## config.mk

```make
export PLATFORM = sky130hd
export DESIGN_NAME = ufs_uart_core
export DESIGN_NICKNAME = d
export VERILOG_FILES = /design/src/verilog/ufs_pkg.sv /design/src/verilog/ufs_uart_core.sv
export SDC_FILE = /design/constraint.sdc
export NUM_CORES = 1
export LEC_CHECK = 0
export BUFFER_PORTS_ARGS = -buffer_cell sky130_fd_sc_hd__buf_2
export CAP_MARGIN = 20
export CORE_MARGIN = 4
export CORE_UTILIZATION = 30
export DETAILED_ROUTE_END_ITERATION = 10
export GPL_TIMING_DRIVEN = 0
export SYNTH_ARGS = -nofsm -noshare
export SYNTH_HDL_FRONTEND = slang
export SYNTH_SLANG_ARGS = --single-unit
```

## constraint.sdc

```tcl
create_clock -name clk -period 3.8 [get_ports clk]
set_clock_uncertainty 0.2 [all_clocks]
set_input_delay 0.19 -clock clk [delete_from_list [all_inputs] [get_ports clk]]
set_output_delay 0.19 -clock clk [all_outputs]
set_load 0.1 [all_outputs]
```

## src/verilog/ufs_pkg.sv

```systemverilog
package ufs_pkg;
  // ==========================================================
  // timing
  localparam int          CLK_HZ       = 50_000_000;
  localparam int          BAUD_DEFAULT = 115_200;
  localparam logic [15:0] DIV_RESET    = 16'(CLK_HZ / BAUD_DEFAULT);
  localparam logic [7:0]  TIMEOUT_BITS = 8'h28;
  // ==========================================================
  // fifo
  localparam logic [4:0] FIFO_DEPTH = 5'h10;
  localparam logic [4:0] RX_TRIG [4] = '{5'h01, 5'h04, 5'h08, 5'h0e};
  localparam logic [4:0] RTS_LVL [4] = '{5'h08, 5'h0b, 5'h0d, 5'h0f};
  // ==========================================================
  // register byte addresses
  localparam logic [7:0] A_DATA  = 8'h00;
  localparam logic [7:0] A_CTRL  = 8'h04;
  localparam logic [7:0] A_FLUSH = 8'h08;
  localparam logic [7:0] A_LSR   = 8'h0c;
  localparam logic [7:0] A_MSR   = 8'h10;
  localparam logic [7:0] A_IIR   = 8'h14;
  localparam logic [7:0] A_LEVEL = 8'h18;
  localparam logic [7:0] A_IER   = 8'h1c;
  localparam logic [7:0] A_BAUD  = 8'h20;
  // ==========================================================
  // control fields
  localparam int C_BREAK = 0;
  localparam int C_ACTS  = 1;
  localparam int C_ARTS  = 2;
  localparam int C_PAREN = 3;
  localparam int C_EVEN  = 4;
  localparam int C_TRIG  = 5;
  localparam int C_RLVL  = 7;
  localparam int C_RTS   = 9;
  localparam logic [9:0] CTRL_RESET = 10'h000;
  localparam int F_TX = 0;
  localparam int F_RX = 1;
  localparam int IE_RXDATA = 0;
  localparam int IE_TX     = 1;
  localparam int IE_LINE   = 2;
  localparam int IE_MODEM  = 3;
  // ==========================================================
  // status fields
  localparam int LS_DR   = 0;
  localparam int LS_OE   = 1;
  localparam int LS_PE   = 2;
  localparam int LS_FE   = 3;
  localparam int LS_BI   = 4;
  localparam int LS_THRE = 5;
  localparam int LS_TEMT = 6;
  localparam int LS_ERR  = 7;
  localparam logic [7:0] LS_CLEAR_MASK = 8'h9e;
  localparam int MS_DCTS = 0;
  localparam int MS_CTS  = 4;
  localparam logic [2:0] IRQ_ID_RX_LINE_STATUS    = 3'h3;
  localparam logic [2:0] IRQ_ID_RX_DATA_AVAILABLE = 3'h2;
  localparam logic [2:0] IRQ_ID_CHAR_TIMEOUT      = 3'h6;
  localparam logic [2:0] IRQ_ID_TX_FIFO_EMPTY     = 3'h1;
  localparam logic [2:0] IRQ_ID_MODEM_STATUS      = 3'h0;
  // ==========================================================
  // states
  typedef enum logic [2:0] {
    TX_IDLE = 3'b000, TX_START = 3'b001, TX_DATA = 3'b010,
    TX_PAR  = 3'b011, TX_STOP  = 3'b100, TX_END  = 3'b101
  } ufs_tx_e;
  typedef enum logic [2:0] {
    RX_IDLE = 3'b000, RX_START = 3'b001, RX_DATA = 3'b010,
    RX_PAR  = 3'b011, RX_STOP  = 3'b100, RX_HOLD = 3'b101
  } ufs_rx_e;
endpackage

```

## src/verilog/ufs_uart_core.sv

```systemverilog
// What this block does
// - break forces the line low, aborting the current character, until released
// - on break release transmission resumes with the fifo contents in order
// - tx and rx fifos flush separately or together; shifters are untouched
// - any flush returns the receive trigger level to one character
// - rx and tx fifo occupancy are readable as character counts
// - line status read clears error summary, break, framing, parity, overrun
// - error summary sets on parity error, framing error or break
// - shifter-empty flag is set while the tx shift register is idle
// - tx-fifo-empty flag is set while the tx fifo holds nothing
// - break flag sets when rx line stays low for a whole frame
// - framing error on bad stop bit, parity error on parity mismatch
// - overrun sets when a character completes while the rx fifo is full
// - data-ready flag is set while the rx fifo holds a character
// - modem status bit 4 shows the current cts level
// - modem status bit 0 shows that cts changed level
// - interrupt id reports only the highest priority pending source
// - interrupt id bit 0 is zero while another source remains pending
// - id codes by priority: line 3, data 2, timeout 6, tx 1, modem 0
// - a written byte starts sending once it reaches the fifo head
// - without auto cts, data is sent regardless of cts
// - with auto cts, sending starts only while cts is asserted
// - reading the data port pops one rx byte; empty reads are undefined
// - receive trigger level selects 1, 4, 8 or 14 characters
// - auto rts deasserts at 8, 11, 13 or 15 characters, reasserts below
`timescale 1ns/1ns
`default_nettype none

module ufs_fifo (
  // clock and reset
  input  wire logic       clk,
  input  wire logic       rst_n,
  // control
  input  wire logic       flush,
  input  wire logic       push,
  input  wire logic [7:0] wrData,
  input  wire logic       pop,
  // status
  output logic      [7:0] rdData,
  output logic      [4:0] count
);
  logic [7:0] mem [16];
  logic [3:0] wrPtr;
  logic [3:0] rdPtr;
  logic [3:0] next_wrPtr;
  logic [3:0] next_rdPtr;
  logic [4:0] next_count;
  logic       doPush;
  logic       doPop;

  always_comb begin
    doPush     = push && count != ufs_pkg::FIFO_DEPTH && !flush;
    doPop      = pop && count != 5'h00 && !flush;
    next_wrPtr = wrPtr + 4'(doPush);
    next_rdPtr = rdPtr + 4'(doPop);
    next_count = count + 5'(doPush) - 5'(doPop);
    if (flush) begin
      next_wrPtr = 4'h0;
      next_rdPtr = 4'h0;
      next_count = 5'h00;
    end
  end

  always_ff @(posedge clk or negedge rst_n) begin
    if (!rst_n) begin
      wrPtr <= 4'h0;
      rdPtr <= 4'h0;
      count <= 5'h00;
    end else begin
      wrPtr <= next_wrPtr;
      rdPtr <= next_rdPtr;
      count <= next_count;
    end
  end

  always_ff @(posedge clk) begin
    if (doPush) begin
      mem[wrPtr] <= wrData;
    end
  end

  assign rdData = mem[rdPtr];
endmodule

module ufs_uart_core (
  // clock and reset
  input  wire logic        clk,
  input  wire logic        rst_n,
  // apb slave
  input  wire logic        psel,
  input  wire logic        penable,
  input  wire logic        pwrite,
  input  wire logic [7:0]  paddr,
  input  wire logic [31:0] pwdata,
  output logic      [31:0] prdata,
  output logic             pready,
  output logic             pslverr,
  // serial line
  input  wire logic        rxd,
  output logic             txd,
  input  wire logic        cts_n,
  output logic             rts_n
);

  // ==========================================================
  // synchronisers and bit-rate divider
  logic        rxdMeta, rxdSync, ctsMeta, ctsSync, ctsLast;
  logic [15:0] baudDiv, divCnt;
  logic        bitTick;
  always_ff @(posedge clk or negedge rst_n) begin
    if (!rst_n) begin
      {rxdMeta, rxdSync, ctsMeta, ctsSync, ctsLast} <= 5'h1f;
      divCnt <= 16'h0000;
    end else begin
      {rxdMeta, rxdSync} <= {rxd, rxdMeta};
      {ctsMeta, ctsSync} <= {cts_n, ctsMeta};
      ctsLast            <= ctsSync;
      divCnt             <= bitTick ? baudDiv - 16'h0001 : divCnt - 16'h0001;
    end
  end
  assign bitTick = divCnt == 16'h0000;

  // ==========================================================
  // registers and fifos
  logic [9:0]  ctrl;
  logic [3:0]  ier;
  logic [7:0]  lsrSticky, lsrMask;
  logic        ctsChanged, msMask;
  logic [7:0]  txHead, rxHead, rxShift;
  logic [4:0]  txCount, rxCount, rxTrig;
  logic        txPush, txPop, rxPush, txFlush, rxFlush;
  logic        ctsOn, txEmpty, txShiftEmpty, timeoutP;
  logic [7:0]  lsrVal, msrVal, rxEv;
  logic        setOe, setPe, setFe, setBi;
  logic        setup, rdAccess, wrAccess, addrOk;
  ufs_pkg::ufs_tx_e txState;
  ufs_pkg::ufs_rx_e rxState;

  ufs_fifo txFifo (
    .clk(clk), .rst_n(rst_n), .flush(txFlush), .push(txPush),
    .wrData(pwdata[7:0]), .pop(txPop), .rdData(txHead), .count(txCount)
  );
  ufs_fifo rxFifo (
    .clk(clk), .rst_n(rst_n), .flush(rxFlush), .push(rxPush),
    .wrData(rxShift), .pop(rdAccess && paddr == ufs_pkg::A_DATA),
    .rdData(rxHead), .count(rxCount)
  );

  assign ctsOn        = !ctsSync;
  assign txEmpty      = txCount == 5'h00;
  assign txShiftEmpty = txState == ufs_pkg::TX_IDLE;
  assign rxTrig       = ufs_pkg::RX_TRIG[ctrl[ufs_pkg::C_TRIG +: 2]];
  assign lsrVal       = lsrSticky | {1'b0, txShiftEmpty, txEmpty, 4'h0,
                                     rxCount != 5'h00};
  assign msrVal       = {3'h0, ctsSync, 3'h0, ctsChanged};

  // ==========================================================
  // interrupt identification
  logic [4:0] pend;
  logic [2:0] iirId;
  logic [2:0] nPend;
  always_comb begin
    pend[4] = ier[ufs_pkg::IE_LINE] && (lsrSticky & ufs_pkg::LS_CLEAR_MASK) != 8'h00;
    pend[3] = ier[ufs_pkg::IE_RXDATA] && rxCount >= rxTrig;
    pend[2] = ier[ufs_pkg::IE_RXDATA] && timeoutP;
    pend[1] = ier[ufs_pkg::IE_TX] && txEmpty;
    pend[0] = ier[ufs_pkg::IE_MODEM] && ctsChanged;
    nPend = 3'(pend[4]) + 3'(pend[3]) + 3'(pend[2]) + 3'(pend[1]) + 3'(pend[0]);
    if (pend[4]) begin
      iirId = ufs_pkg::IRQ_ID_RX_LINE_STATUS;
    end else if (pend[3]) begin
      iirId = ufs_pkg::IRQ_ID_RX_DATA_AVAILABLE;
    end else if (pend[2]) begin
      iirId = ufs_pkg::IRQ_ID_CHAR_TIMEOUT;
    end else if (pend[1]) begin
      iirId = ufs_pkg::IRQ_ID_TX_FIFO_EMPTY;
    end else begin
      iirId = ufs_pkg::IRQ_ID_MODEM_STATUS;
    end
  end

  // ==========================================================
  // apb decode and register update
  logic [31:0] rdVal, next_prdata;
  logic [9:0]  next_ctrl;
  logic [3:0]  next_ier;
  logic [15:0] next_baudDiv;
  logic [7:0]  next_lsrSticky, next_lsrMask;
  logic        next_ctsChanged, next_msMask;
  assign setup    = psel && !penable;
  assign rdAccess = psel && penable && !pwrite;
  assign wrAccess = psel && penable && pwrite;
  assign pready   = 1'b1;
  assign pslverr  = psel && penable && !addrOk;

  always_comb begin
    addrOk = 1'b1;
    if (paddr == ufs_pkg::A_DATA) begin
      rdVal = {24'h0, rxHead};
    end else if (paddr == ufs_pkg::A_CTRL) begin
      rdVal = {22'h0, ctrl};
    end else if (paddr == ufs_pkg::A_FLUSH) begin
      rdVal = 32'h0;
    end else if (paddr == ufs_pkg::A_LSR) begin
      rdVal = {24'h0, lsrVal};
    end else if (paddr == ufs_pkg::A_MSR) begin
      rdVal = {24'h0, msrVal};
    end else if (paddr == ufs_pkg::A_IIR) begin
      rdVal = {28'h0, iirId, nPend <= 3'h1};
    end else if (paddr == ufs_pkg::A_LEVEL) begin
      rdVal = {19'h0, txCount, 3'h0, rxCount};
    end else if (paddr == ufs_pkg::A_IER) begin
      rdVal = {28'h0, ier};
    end else if (paddr == ufs_pkg::A_BAUD) begin
      rdVal = {16'h0, baudDiv};
    end else begin
      rdVal  = 32'h0;
      addrOk = 1'b0;
    end
  end

  always_comb begin
    next_prdata     = setup && !pwrite ? rdVal : prdata;
    next_lsrMask    = setup ? lsrSticky & ufs_pkg::LS_CLEAR_MASK : lsrMask;
    next_msMask     = setup ? ctsChanged : msMask;
    next_ctrl       = ctrl;
    next_ier        = ier;
    next_baudDiv    = baudDiv;
    txPush          = wrAccess && paddr == ufs_pkg::A_DATA;
    txFlush         = wrAccess && paddr == ufs_pkg::A_FLUSH && pwdata[ufs_pkg::F_TX];
    rxFlush         = wrAccess && paddr == ufs_pkg::A_FLUSH && pwdata[ufs_pkg::F_RX];
    next_lsrSticky  = lsrSticky;
    next_ctsChanged = ctsChanged;
    if (wrAccess && paddr == ufs_pkg::A_CTRL) begin
      next_ctrl = pwdata[9:0];
    end
    if (wrAccess && paddr == ufs_pkg::A_IER) begin
      next_ier = pwdata[3:0];
    end
    if (wrAccess && paddr == ufs_pkg::A_BAUD && pwdata[15:0] != 16'h0000) begin
      next_baudDiv = pwdata[15:0];
    end
    if (wrAccess && paddr == ufs_pkg::A_FLUSH) begin
      next_ctrl[ufs_pkg::C_TRIG +: 2] = 2'h0;
    end
    // only bits seen by this read are cleared, so a new event is kept
    if (rdAccess && paddr == ufs_pkg::A_LSR) begin
      next_lsrSticky = lsrSticky & ~lsrMask;
    end
    if (rdAccess && paddr == ufs_pkg::A_MSR && msMask) begin
      next_ctsChanged = 1'b0;
    end
    next_lsrSticky  = next_lsrSticky | rxEv;
    next_ctsChanged = next_ctsChanged | (ctsSync != ctsLast);
    // summary follows its flags, so a flag landing mid-read keeps it set
    next_lsrSticky[ufs_pkg::LS_ERR] = next_lsrSticky[ufs_pkg::LS_PE]
      || next_lsrSticky[ufs_pkg::LS_FE] || next_lsrSticky[ufs_pkg::LS_BI];
  end

  always_ff @(posedge clk or negedge rst_n) begin
    if (!rst_n) begin
      prdata     <= 32'h0;
      ctrl       <= ufs_pkg::CTRL_RESET;
      ier        <= 4'h0;
      baudDiv    <= ufs_pkg::DIV_RESET;
      lsrSticky  <= 8'h00;
      lsrMask    <= 8'h00;
      ctsChanged <= 1'b0;
      msMask     <= 1'b0;
      rts_n      <= 1'b1;
    end else begin
      prdata     <= next_prdata;
      ctrl       <= next_ctrl;
      ier        <= next_ier;
      baudDiv    <= next_baudDiv;
      lsrSticky  <= next_lsrSticky;
      lsrMask    <= next_lsrMask;
      ctsChanged <= next_ctsChanged;
      msMask     <= next_msMask;
      if (ctrl[ufs_pkg::C_ARTS]) begin
        rts_n <= rxCount >= ufs_pkg::RTS_LVL[ctrl[ufs_pkg::C_RLVL +: 2]];
      end else begin
        rts_n <= !ctrl[ufs_pkg::C_RTS];
      end
    end
  end

  // ==========================================================
  // transmitter
  logic [7:0] txShift, next_txShift;
  logic [2:0] txIdx, next_txIdx;
  logic       txPar, next_txPar, next_txd, txGo;
  ufs_pkg::ufs_tx_e next_txState;
  // cts gating applies only before a character starts, never mid-frame
  assign txGo = !txEmpty && (!ctrl[ufs_pkg::C_ACTS] || ctsOn);

  always_comb begin
    next_txState = txState;
    next_txShift = txShift;
    next_txIdx   = txIdx;
    next_txPar   = txPar;
    next_txd     = txd;
    txPop        = 1'b0;
    if (ctrl[ufs_pkg::C_BREAK]) begin
      next_txState = ufs_pkg::TX_IDLE;
      next_txd     = 1'b0;
    end else begin
      case (txState)
        ufs_pkg::TX_IDLE: begin
          next_txd = 1'b1;
          if (txGo) begin
            txPop        = 1'b1;
            next_txShift = txHead;
            next_txState = ufs_pkg::TX_START;
          end
        end
        ufs_pkg::TX_START: if (bitTick) begin
          next_txd     = 1'b0;
          next_txIdx   = 3'h0;
          next_txPar   = 1'b0;
          next_txState = ufs_pkg::TX_DATA;
        end
        ufs_pkg::TX_DATA: if (bitTick) begin
          next_txd     = txShift[0];
          next_txPar   = txPar ^ txShift[0];
          next_txShift = {1'b0, txShift[7:1]};
          next_txIdx   = txIdx + 3'h1;
          if (txIdx == 3'h7) begin
            next_txState = ctrl[ufs_pkg::C_PAREN] ? ufs_pkg::TX_PAR : ufs_pkg::TX_STOP;
          end
        end
        ufs_pkg::TX_PAR: if (bitTick) begin
          next_txd     = ctrl[ufs_pkg::C_EVEN] ? txPar : !txPar;
          next_txState = ufs_pkg::TX_STOP;
        end
        ufs_pkg::TX_STOP: if (bitTick) begin
          next_txd     = 1'b1;
          next_txState = ufs_pkg::TX_END;
        end
        default: if (bitTick) begin
          next_txState = ufs_pkg::TX_IDLE;
        end
      endcase
    end
  end

  always_ff @(posedge clk or negedge rst_n) begin
    if (!rst_n) begin
      txState <= ufs_pkg::TX_IDLE;
      txShift <= 8'h00;
      txIdx   <= 3'h0;
      txPar   <= 1'b0;
      txd     <= 1'b1;
    end else begin
      txState <= next_txState;
      txShift <= next_txShift;
      txIdx   <= next_txIdx;
      txPar   <= next_txPar;
      txd     <= next_txd;
    end
  end

  // ==========================================================
  // receiver
  logic [15:0] rxCnt, next_rxCnt;
  logic [2:0]  rxIdx, next_rxIdx;
  logic [7:0]  next_rxShift, toCnt, next_toCnt;
  logic        rxPar, next_rxPar, rxZero, next_rxZero, rxPBad, next_rxPBad;
  ufs_pkg::ufs_rx_e next_rxState;

  always_comb begin
    next_rxState = rxState;
    next_rxCnt   = rxCnt - 16'h0001;
    next_rxShift = rxShift;
    next_rxIdx   = rxIdx;
    next_rxPar   = rxPar;
    next_rxZero  = rxZero;
    next_rxPBad  = rxPBad;
    {setOe, setPe, setFe, setBi, rxPush} = 5'h00;
    case (rxState)
      ufs_pkg::RX_IDLE: if (!rxdSync) begin
        next_rxCnt   = baudDiv >> 1;
        next_rxState = ufs_pkg::RX_START;
      end
      ufs_pkg::RX_START: if (rxCnt == 16'h0000) begin
        next_rxCnt   = baudDiv - 16'h0001;
        next_rxIdx   = 3'h0;
        next_rxPar   = 1'b0;
        next_rxZero  = 1'b1;
        next_rxPBad  = 1'b0;
        next_rxState = rxdSync ? ufs_pkg::RX_IDLE : ufs_pkg::RX_DATA;
      end
      ufs_pkg::RX_DATA: if (rxCnt == 16'h0000) begin
        next_rxCnt   = baudDiv - 16'h0001;
        next_rxShift = {rxdSync, rxShift[7:1]};
        next_rxPar   = rxPar ^ rxdSync;
        next_rxZero  = rxZero && !rxdSync;
        next_rxIdx   = rxIdx + 3'h1;
        if (rxIdx == 3'h7) begin
          next_rxState = ctrl[ufs_pkg::C_PAREN] ? ufs_pkg::RX_PAR : ufs_pkg::RX_STOP;
        end
      end
      ufs_pkg::RX_PAR: if (rxCnt == 16'h0000) begin
        next_rxCnt   = baudDiv - 16'h0001;
        next_rxZero  = rxZero && !rxdSync;
        next_rxPBad  = (rxPar ^ rxdSync) != !ctrl[ufs_pkg::C_EVEN];
        next_rxState = ufs_pkg::RX_STOP;
      end
      ufs_pkg::RX_STOP: if (rxCnt == 16'h0000) begin
        next_rxState = rxdSync ? ufs_pkg::RX_IDLE : ufs_pkg::RX_HOLD;
        if (rxZero && !rxdSync) begin
          setBi = 1'b1;
        end else if (rxCount == ufs_pkg::FIFO_DEPTH) begin
          setOe = 1'b1;
        end else begin
          rxPush = 1'b1;
          setFe  = !rxdSync;
          setPe  = rxPBad;
        end
      end
      default: if (rxdSync) begin
        next_rxState = ufs_pkg::RX_IDLE;
      end
    endcase
    rxEv         = 8'h00;
    rxEv[ufs_pkg::LS_OE]  = setOe;
    rxEv[ufs_pkg::LS_PE]  = setPe;
    rxEv[ufs_pkg::LS_FE]  = setFe;
    rxEv[ufs_pkg::LS_BI]  = setBi;
    rxEv[ufs_pkg::LS_ERR] = setPe || setFe || setBi;
    // character timeout: about four idle frames with data waiting
    next_toCnt = toCnt;
    if (rxCount == 5'h00 || rxPush || (rdAccess && paddr == ufs_pkg::A_DATA)) begin
      next_toCnt = 8'h00;
    end else if (bitTick && rxState == ufs_pkg::RX_IDLE && !timeoutP) begin
      next_toCnt = toCnt + 8'h01;
    end
  end
  assign timeoutP = toCnt >= ufs_pkg::TIMEOUT_BITS;

  always_ff @(posedge clk or negedge rst_n) begin
    if (!rst_n) begin
      rxState <= ufs_pkg::RX_IDLE;
      rxCnt   <= 16'h0000;
      rxShift <= 8'h00;
      rxIdx   <= 3'h0;
      rxPar   <= 1'b0;
      rxZero  <= 1'b0;
      rxPBad  <= 1'b0;
      toCnt   <= 8'h00;
    end else begin
      rxState <= next_rxState;
      rxCnt   <= next_rxCnt;
      rxShift <= next_rxShift;
      rxIdx   <= next_rxIdx;
      rxPar   <= next_rxPar;
      rxZero  <= next_rxZero;
      rxPBad  <= next_rxPBad;
      toCnt   <= next_toCnt;
    end
  end
endmodule

`default_nettype wire
```

Word level (Yosys, flattened, before mapping)

Memories as Yosys holds them, arrays and structs flattened.
Index checks and enable logic that the tools add are counted.

Bits in registers: 181
Memory bits (writable): 256
Input port bits: 47
Output and inout bits: 36
Logic and storage cells: 311
Memories: 2

Add/subtract/negate cells: 18
$lt $le $gt $ge: 6
Equality and inequality tests: 39
Muxes and demuxes: 116
Bitwise gates (word level): 10
Reductions and logical operators: 85

Memory list:

| memory     | depth | bits a word | rd ports | clocked after memory_dff | write ports | RTL line            | source |
|---|---|---|---|---|---|---|---|
| rxFifo.mem | 16    | 8           | 1        | 0                        | 1           | ufs_uart_core.sv:42 | `logic [7:0] mem [16];` |
| txFifo.mem | 16    | 8           | 1        | 0                        | 1           | ufs_uart_core.sv:42 |  |

Operators with widths:

| cell                                                | count |
|---|---|
| two-way mux 16 bit                                  | 12 |
| two-way mux 3 bit                                   | 23 |
| two-way mux 1 bit                                   | 50 |
| subtractor 16 x 1 -> 16 bit, second input constant  | 3 |
| logical AND 1 bit                                   | 35 |
| equality test 8 x 5 -> 1 bit, second input constant | 4 |
| zero test 16 bit                                    | 2 |
| two-way mux 8 bit                                   | 4 |
| case mux 16 bit (2 select lines)                    | 1 |
| two-way mux 5 bit                                   | 6 |
| case mux 3 bit (5 select lines)                     | 2 |
| binary-select mux 5 bit (select 2 bit)              | 2 |
| adder 4 x 1 -> 4 bit                                | 4 |
| equality test 8 x 4 -> 1 bit, second input constant | 2 |
| two-way mux 4 bit                                   | 4 |
| != test 2 bit, second input constant                | 8 |
| case mux 8 bit (2 select lines)                     | 1 |
| nonzero test 16 bit                                 | 1 |
| != test 3 bit, second input constant                | 5 |
| two-way mux 7 bit                                   | 2 |
| AND reduction 7 bit                                 | 2 |
| nonzero test 2 bit                                  | 7 |
| zero test 1 bit                                     | 13 |
| equality test 3 x 2 -> 1 bit, second input constant | 4 |
| other kinds (46)                                    | 77 |

Longest topological paths before layout

Gate-level depths: netlist of run 1.

Depth in word-level cells: 17
Depth in mapped cells: 16
Mapped depth without buffers: 15

Cells and area by module

From an unflattened synthesis of run 1, not the netlist that was laid out.

Cell total of the unflattened synthesis: 1,373
Area, all modules: 19,142.1 um^2

Modules (own cells, without submodules):

| module             | instances | cells an instance | area each (um^2) | seq. area each (um^2) |
|---|---|---|---|---|
| ufs_uart_core      | 1         | 788               | 7,702.4          | 3,418.3 |
| ufs_fifo at txFifo | 1         | 294               | 5,728.0          | 4,169.0 |
| ufs_fifo at rxFifo | 1         | 291               | 5,711.7          | 4,169.0 |

Worst setup path after synthesis of run 1

OpenSTA, ideal clock, no wires.

Path kind: register to register
Start point: reg rxCnt[0]
End point: mem rxFifo.mem[4][0], enable pin
Library setup time: 383 ps
Arrival: 2,892 ps
Data required time: 3,217 ps
Path slack: 325 ps
Cell stages (with the launch flop): 9
Path buffers: 1
Period minus slack after synthesis: 3,475 ps
Path through: dfrtp_1 inv_1 ha_1 or4b_1 clkbuf_1 or3_1 nor4_2 nand4b_1 nor3_1

Word-level cells in the longest chain between the ends: 7

RTL lines:

| element                                 | RTL line             | source |
|---|---|---|
| start, declared                         | ufs_uart_core.sv:365 | `logic [15:0] rxCnt, next_rxCnt;` |
| start signal, assigned                  | ufs_uart_core.sv:453 | `rxCnt <= next_rxCnt;` |
| zero test 16 bit                        | ufs_uart_core.sv:409 | `ufs_pkg::RX_STOP: if (rxCnt == 16'h0000) begin` |
| two-way mux 1 bit                       | ufs_uart_core.sv:409 |  |
| two-way mux 1 bit                       | ufs_uart_core.sv:380 | `case (rxState)` |
| logical AND 1 bit (2 in series)         | ufs_uart_core.sv:52  | `doPush = push && count != ufs_pkg::FIFO_DEPTH && !flush;` |
| two-way mux 1 bit                       | ufs_uart_core.sv:77  | `if (doPush) begin` |
| two-way mux 1 bit (not written as such) | ufs_uart_core.sv:78  | `mem[wrPtr] <= wrData;` |
| end, declared                           | ufs_uart_core.sv:42  |  |

Every way passes these cells.

Final worst setup path of run 1

Start point: reg rxCnt[0]
End point: mem rxFifo.mem[3][1], enable pin

Same word-level chain as after synthesis.

==> out/qor.yml, run 1 <==
hold_path_startpoint: "paddr[5]"
ioPinCount: 83
crit_family: "simple AND/OR/NAND/NOR gates"
syn2layout_area_growth_pct: 18.8
antenna_left: 0
crit_slowest_cell: "nor2_2"
antenna_found_initial: 8
power_density_nw_per_um2: 566
ir_worst_vdd_uv: 348
clkTransAtPathRegs_ps: 60
track_usage: 0.144
worstSkewPairLatency_ps: 590
avgSynthCellArea_um2: 14.1
cts_tree: "done"
dp_cells: 2271
grt_max_degree: 85
first_iter_violations: 1258
final_util: 0.359
synth.distinct_cells: 79
synthesis.area_um2: 19100
start_util: 0.303
r2r_cells: 9
worst_slew_pin_slew_ps: 979
hpwl_um: 33700
grt_remaining_overflow: 0
dpl-instance-area_um2: 20600
ys_warn_count: 0
crit_buf_inv: 3
synthArstFlopShare: 0.388
grt_pass1_wl_um: 74900
report.final.hold_viol_count: 0
p_leak_nw: 8.38
multi_input_area_um2: 7000
remaining_drc_errors: 0
crit_chain: "inv_1, ha_1, or4b_1, clkbuf_1, or3_4, nor4_4, buf_4, nand4b_1, nor2_2"
die_w_um: 260
status: "finished, final reports clean"
dieArea_um2: 67700
regArea_um2: 11800
first_pass_iters: 5
r2r-end: "rxFifo.mem[3][1]"
globalplace.congestion: 0.892
layout.nets: 1603
hold_class: "in2reg"
h-tree-depth: 2
relSlewSlack: 0.348
cp-end-kind: "register"
dr_total_vias: 12200
fillers: 6105
ys_seq_area_frac: 0.616
cp-start-kind: "register"
die_h_um: 260
critPathArrivalTime_ps: 3750
maxCapViolCount: 0
fin_crit_sh: 0.990
cts.sinks: 418
path_class: "reg2reg"
holdPathStages: 5
wl_per_cell_um: 20.6
final_max_slew_viol_count: 0
layout_min_cycle_time_ps: 3760
r2r_slack_ps: 40
design_area_um2: 22700
core_area_um2: 63100
synth-main-ff-cell: "edfxtp_1"
synth_largest_area_cell: "edfxtp_1"
finalPower_mw: 12.8
fp-row-count: 92
ys_ff_latch: 418
final_cells: 2400
min_to: "prdata[7]"
via_per_inst: 5.08
synth_area_leaders: "edfxtp_1, dfrtp_1, mux4_2"
wl_um: 49400
clock_path_buffers: 3
setup_violations: 0
numCtsBuffers: 45
maxClockFrequency_mhz: 266
synth_top_area_frac: 0.403
synthCells: 1353
drive_gt1_frac: 0.221
grt_pass1_vias: 12100
cp.required_ps: 3790
cpPeakStageDelay_ps: 630
r2r_start: "rxCnt[0]"
grt_setup_unrepaired: "true"
tns_ps: 0
synth_edf_count: 256
clock-root-buffer: "clkbuf_16"
crit_fanout: 8
io_buffers: 49
==> what timing repair did <==
item / CTS / global route
pin swaps: 3 / 2
endpoints found under the hold margin: 309 / 0
setup buffers: 3 / 9
resized for setup: 26 / 9
hold buffers: 30 / 0
setup endpoints to repair: 124 / 97
cloned: 0 / 0
==> routing by layer <==
metal | routed length [µm] | part of all wire | track usage | vias to the layer above
met4 | 947 | 0.019 | 0.0322 | 8
met5 | 57 | 0.0012 | 0 | -
met1 | 22400 | 0.45 | 0.209 | 6302
met2 | 22500 | 0.46 | 0.221 | 388
met3 | 3450 | 0.070 | 0.0334 | 75
li1 | - | - | - | 5425
==> where the power goes <==
part | leakage (nW) | total, mW | switching (mW) | internal [mW]
logic | 3.28 | 2.89 | 1.63 | 1.26
clock network | 0.735 | 4.53 | 1.83 | 2.70
registers | 4.37 | 5.41 | 0.279 | 5.13
==> logic make-up after synthesis <==
group | share of synthesized area
compound gates | 0.0628
xor+xnor | 0.0280
simple gates | 0.104
flops | 0.616
buf+inv | 0.0293
mux | 0.131
fa+ha+maj | 0.0293
other cells | 0.000394
==> sequential cells by signal, indices dropped and copies added, names as in the netlist, 8 cells and up <==
name	cells
txFifo.mem	128
baudDiv	16
rxShift	8
toCnt	8
txShift	8
rxCnt	16
divCnt	16
rxFifo.mem	128
ctrl	10
prdata	16
==> worst register-to-register path, cell delays in order (launching register included) <==
cell	delay [ps]
dfrtp_1	420
inv_1	110
ha_1	230
or4b_1	440
clkbuf_1	190
or3_4	390
nor4_4	250
buf_4	190
nand4b_1	310
nor2_2	630
==> cells in the mapped netlist (9+ instances only) <==
master,n
mux2_2,52
mux4_2,78
nor3_1,33
xnor2_1,36
nor2b_1,13
nand2b_1,14
nand3_1,22
buf_1,10
or2_2,10
o21ai_0,31
and2_1,11
mux2i_1,15
nand2_1,77
a22o_1,12
a31oi_1,9
nor2_1,110
nor4_1,27
or4_1,13
dfstp_2,12
a21o_1,10
buf_4,17
dfrtp_1,150
a21oi_1,37
edfxtp_1,256
clkbuf_1,55
inv_1,42
ha_1,39
xor2_1,25
==> layout by cell type, fill, tap and decap left out, drive strengths merged, types with 11 or more instances in the layout <==
master and n:
o21ai 31, mux2 52, dfrtp 150, xnor2 36
ha 39, clkbuf 121, xor2 25, dlygate4sd3 30
inv 44, and2 11, conb 17, a22o 12
buf 101, nor3 34, edfxtp 256, mux4 78
nor2b 13, or2 11, or4 14, nand3 22
mux2i 15, nand2 77, nand2b 14, a21oi 37
nor4 30, nor2 110, dfstp 12
==> how the worst max path moves through the flow <==
| stage | cells past startpoint | startpoint | slack (ps) | end |
|---|---|---|---|---|
| after detailed placement | 8 | rxCnt[0] | -550 | rxFifo.mem[6][2] |
| after global routing | 16 | rxCnt[0] | -230 | rxFifo.count[4] |
| after global placement | 8 | rxCnt[0] | -1010 | rxFifo.mem[4][2] |
| final | 9 | rxCnt[0] | 40 | rxFifo.mem[3][1] |
| after CTS | 8 | rxCnt[0] | -100 | rxFifo.mem[3][1] |
| after floorplan | 8 | rxCnt[0] | 320 | rxFifo.mem[4][0] |
==> per-stage QoR <==
stage               setup slack [ps]  hold WS (ps)
floorplan                        325          -306
global placement               -1010           101
detailed placement              -549          21.4
CTS                            -98.2          8.07
global route                    -233          79.2
finish                          37.5          71.2
==> layout make-up <==
| class | instances | area share |
|---|---|---|
| sequential | 418 | 0.519 |
| multi-input combinational | 820 | 0.309 |
| clock buffer | 65 | 0.0548 |
| tap | 846 | 0.0467 |
| timing repair buffer | 99 | 0.0331 |
| buffer | 88 | 0.0178 |
| clock inverter | 18 | 0.0128 |
| inverter | 42 | 0.00696 |
| antenna | 4 | 0.000442 |
(Power assumes the default switching activity.)
==> run 2: changes to the inputs <==
CORE_UTILIZATION = 52   (was 30)
PLACE_DENSITY = 0.69   (was default)
RECOVER_POWER = 50   (was default)
==> run 2 against run 1 <==
  * The run now ends with max-capacitance violations, max-slew violations left
  * Design area is 2.5% lower
  * Critical path depth fell by 2
  * Combinational power barely moved
  * Setup slack better by 19 ps
  * Final cell count decreased by 16%
  * Critical endpoint is now rxFifo.mem[9][2]
==> out/qor.yml, run 2 (synthesized netlist as in run 1, its figures left out) <==
final_util: 0.616  # +0.256
first_pass_iters: 9  # +4
final_cells: 2006  # -16%
start_util: 0.531  # +0.229
cp-start-kind: "register"
die_h_um: 200  # -23%
power_density_nw_per_um2: 576  # +1.7%
worstSkewPairLatency_ps: 560  # -30 ps
maxCapViolCount: 1  # +1
first_iter_violations: 1121  # -11%
syn2layout_area_growth_pct: 15.8
r2r_cells: 7  # -2
top_regs: "rxFifo.mem: 128 flops, txFifo.mem: 128 flops"
r2r_start: "rxCnt[0]"
holdPathStages: 4  # -1
antenna_found_initial: 5  # -3
layout_min_cycle_time_ps: 3740  # -18.5 ps
layout.nets: 1596  # -0.44%
h-tree-depth: 2  # unchanged
p_seq_frac: 0.426  # +0.004
path_class: "reg2reg"
ir_worst_vdd_uv: 416  # +19%
final_cell_mix: "edfxtp_1, dfrtp_1, nor2_1"
grt_max_degree: 104  # +22%
dp_cells: 1884  # -17%
p_comb_frac: 0.228  # +0.003
fp-row-count: 69  # -25%
io_buffers: 49  # unchanged
core_area_um2: 35900  # -43%
hpwl_um: 30700  # -8.9%
antenna_left: 0  # unchanged
numCtsBuffers: 44  # -2.2%
wl_per_cell_um: 23.3  # +13%
dp_worst_setup_slack_ps: -507  # +42.0 ps
clock-root-buffer: "clkbuf_16"
final_common_cell: "edfxtp_1"
worst_slew_pin_slew_ps: 2360  # +1380 ps
track_usage: 0.237  # +0.0926
dieArea_um2: 39800  # -41%
setup_slack_ps: 56.0  # +18.5 ps
setup_violations: 0  # unchanged
hold_class: "in2reg"
die_w_um: 200  # -23%
grt_pass1_vias: 11900  # -1.6%
p_leak_nw: 8.32  # -0.67%
grt_remaining_overflow: 0  # unchanged
r2r_slack_ps: 60  # +20 ps
cp-end-kind: "register"
r2r-end: "rxFifo.mem[9][2]"
wl_um: 46800  # -5.2%
cts_tree: "done"
remaining_drc_errors: 0  # unchanged
min_to: "prdata[10]"
crit_fanout: 8  # unchanged
critPathArrivalTime_ps: 3720  # -30 ps
cp.required_ps: 3780  # about the same
finalPower_mw: 12.7  # -0.82%
multi_input_area_um2: 6990  # about the same
final_max_slew_viol_count: 104  # +104
p_clk_frac: 0.347  # -0.006
violations: "max-capacitance violations, max-slew violations"
status: "complete, but fails checks"
regArea_um2: 11800  # unchanged
relSlewSlack: -0.571  # -0.919
p_sw_frac: 0.292  # +0.000668
hold_path_startpoint: "pwrite"
clkTransAtPathRegs_ps: 60  # about the same
ioPinCount: 83  # unchanged
cts.sinks: 418  # unchanged
intPower_mw: 9.01  # -0.92%
maxClockFrequency_mhz: 267  # +0.49%
drive_gt1_frac: 0.223  # +0.00165
p_switching_mw: 3.72  # -0.60%
dr_total_vias: 12000  # -1.9%
grt_setup_unrepaired: "true"
tns_ps: 0  # unchanged
fillers: 2688  # -56%
fin_crit_sh: 0.985  # -0.00487
report.final.hold_viol_count: 0  # unchanged
clock_path_buffers: 3  # unchanged
grt_pass1_wl_um: 71400  # -4.7%
globalplace.congestion: 0.927  # +3.9%
via_per_inst: 5.97  # +17%
==> run 2: worst max-delay path: stages, from the launching register on <==
cell and delay, ps:
dfrtp_1 430, inv_1 110, ha_2 220, or4b_4 530
or3_4 390, nor4_4 490, nand4b_1 370, nor2_2 620
==> run 2: area by class of cell <==
type	instances	area share
buffer	87	0.0181
antenna	2	0.000226
inverter	42	0.00713
multi-input combinational	820	0.316
sequential	418	0.532
clock inverter	26	0.0130
clock buffer	56	0.0546
timing repair buffer	94	0.0327
tap	461	0.0261
==> run 2: power groups by stage <==
| stage | registers [mW] | logic, mW | clock network, mW |
|---|---|---|---|
| finish | 5.42 | 2.90 | 4.41 |
| global route | 5.45 | 3.19 | 4.71 |
| CTS | 5.40 | 2.87 | 4.49 |
| detailed placement | 5.49 | 2.80 | 0 |
| global placement | 5.48 | 2.75 | 0 |
| floorplan | 5.48 | 2.09 | 0 |
==> run 2: worst max-delay path by stage <==
stage	from	endpoint	slack [ps]	depth (start not counted)
6_report	rxCnt[0]	rxFifo.mem[9][2]	60	7
5_1_grt	rxCnt[0]	rxFifo.mem[2][3]	-70	7
4_1_cts	rxCnt[0]	rxFifo.mem[2][2]	-10	7
3_5_place_dp	rxCnt[0]	rxFifo.mem[12][2]	-510	8
3_3_place_gp	rxCnt[0]	rxFifo.mem[5][3]	-840	8
2_1_floorplan	rxCnt[0]	rxFifo.mem[4][0]	320	8
==> run 2: per-stage QoR <==
step | hold slack (ps) | instance area, µm²
6_report | 47.3 | 22100
5_1_grt | 56.4 | 22100
4_1_cts | 3.12 | 22100
3_5_place_dp | -30.9 | 20100
3_3_place_gp | 98.4 | 20000
2_1_floorplan | -306 | 19100
==> run 2: per-layer routing <==
metal  GRT usage  wire length [µm]
met3      0.0452              3240
met2       0.377             22500
met1       0.340             20000
met5           0                37
met4      0.0624               983
==> run 2: what timing repair did <==
item | CTS | global route
pin swaps | 11 | 1
endpoints found under the hold margin | 299 | 0
buffers inserted | 12 | 0
gates resized for setup | 28 | 8
setup endpoints to repair | 128 | 45
hold buffers | 26 | 0
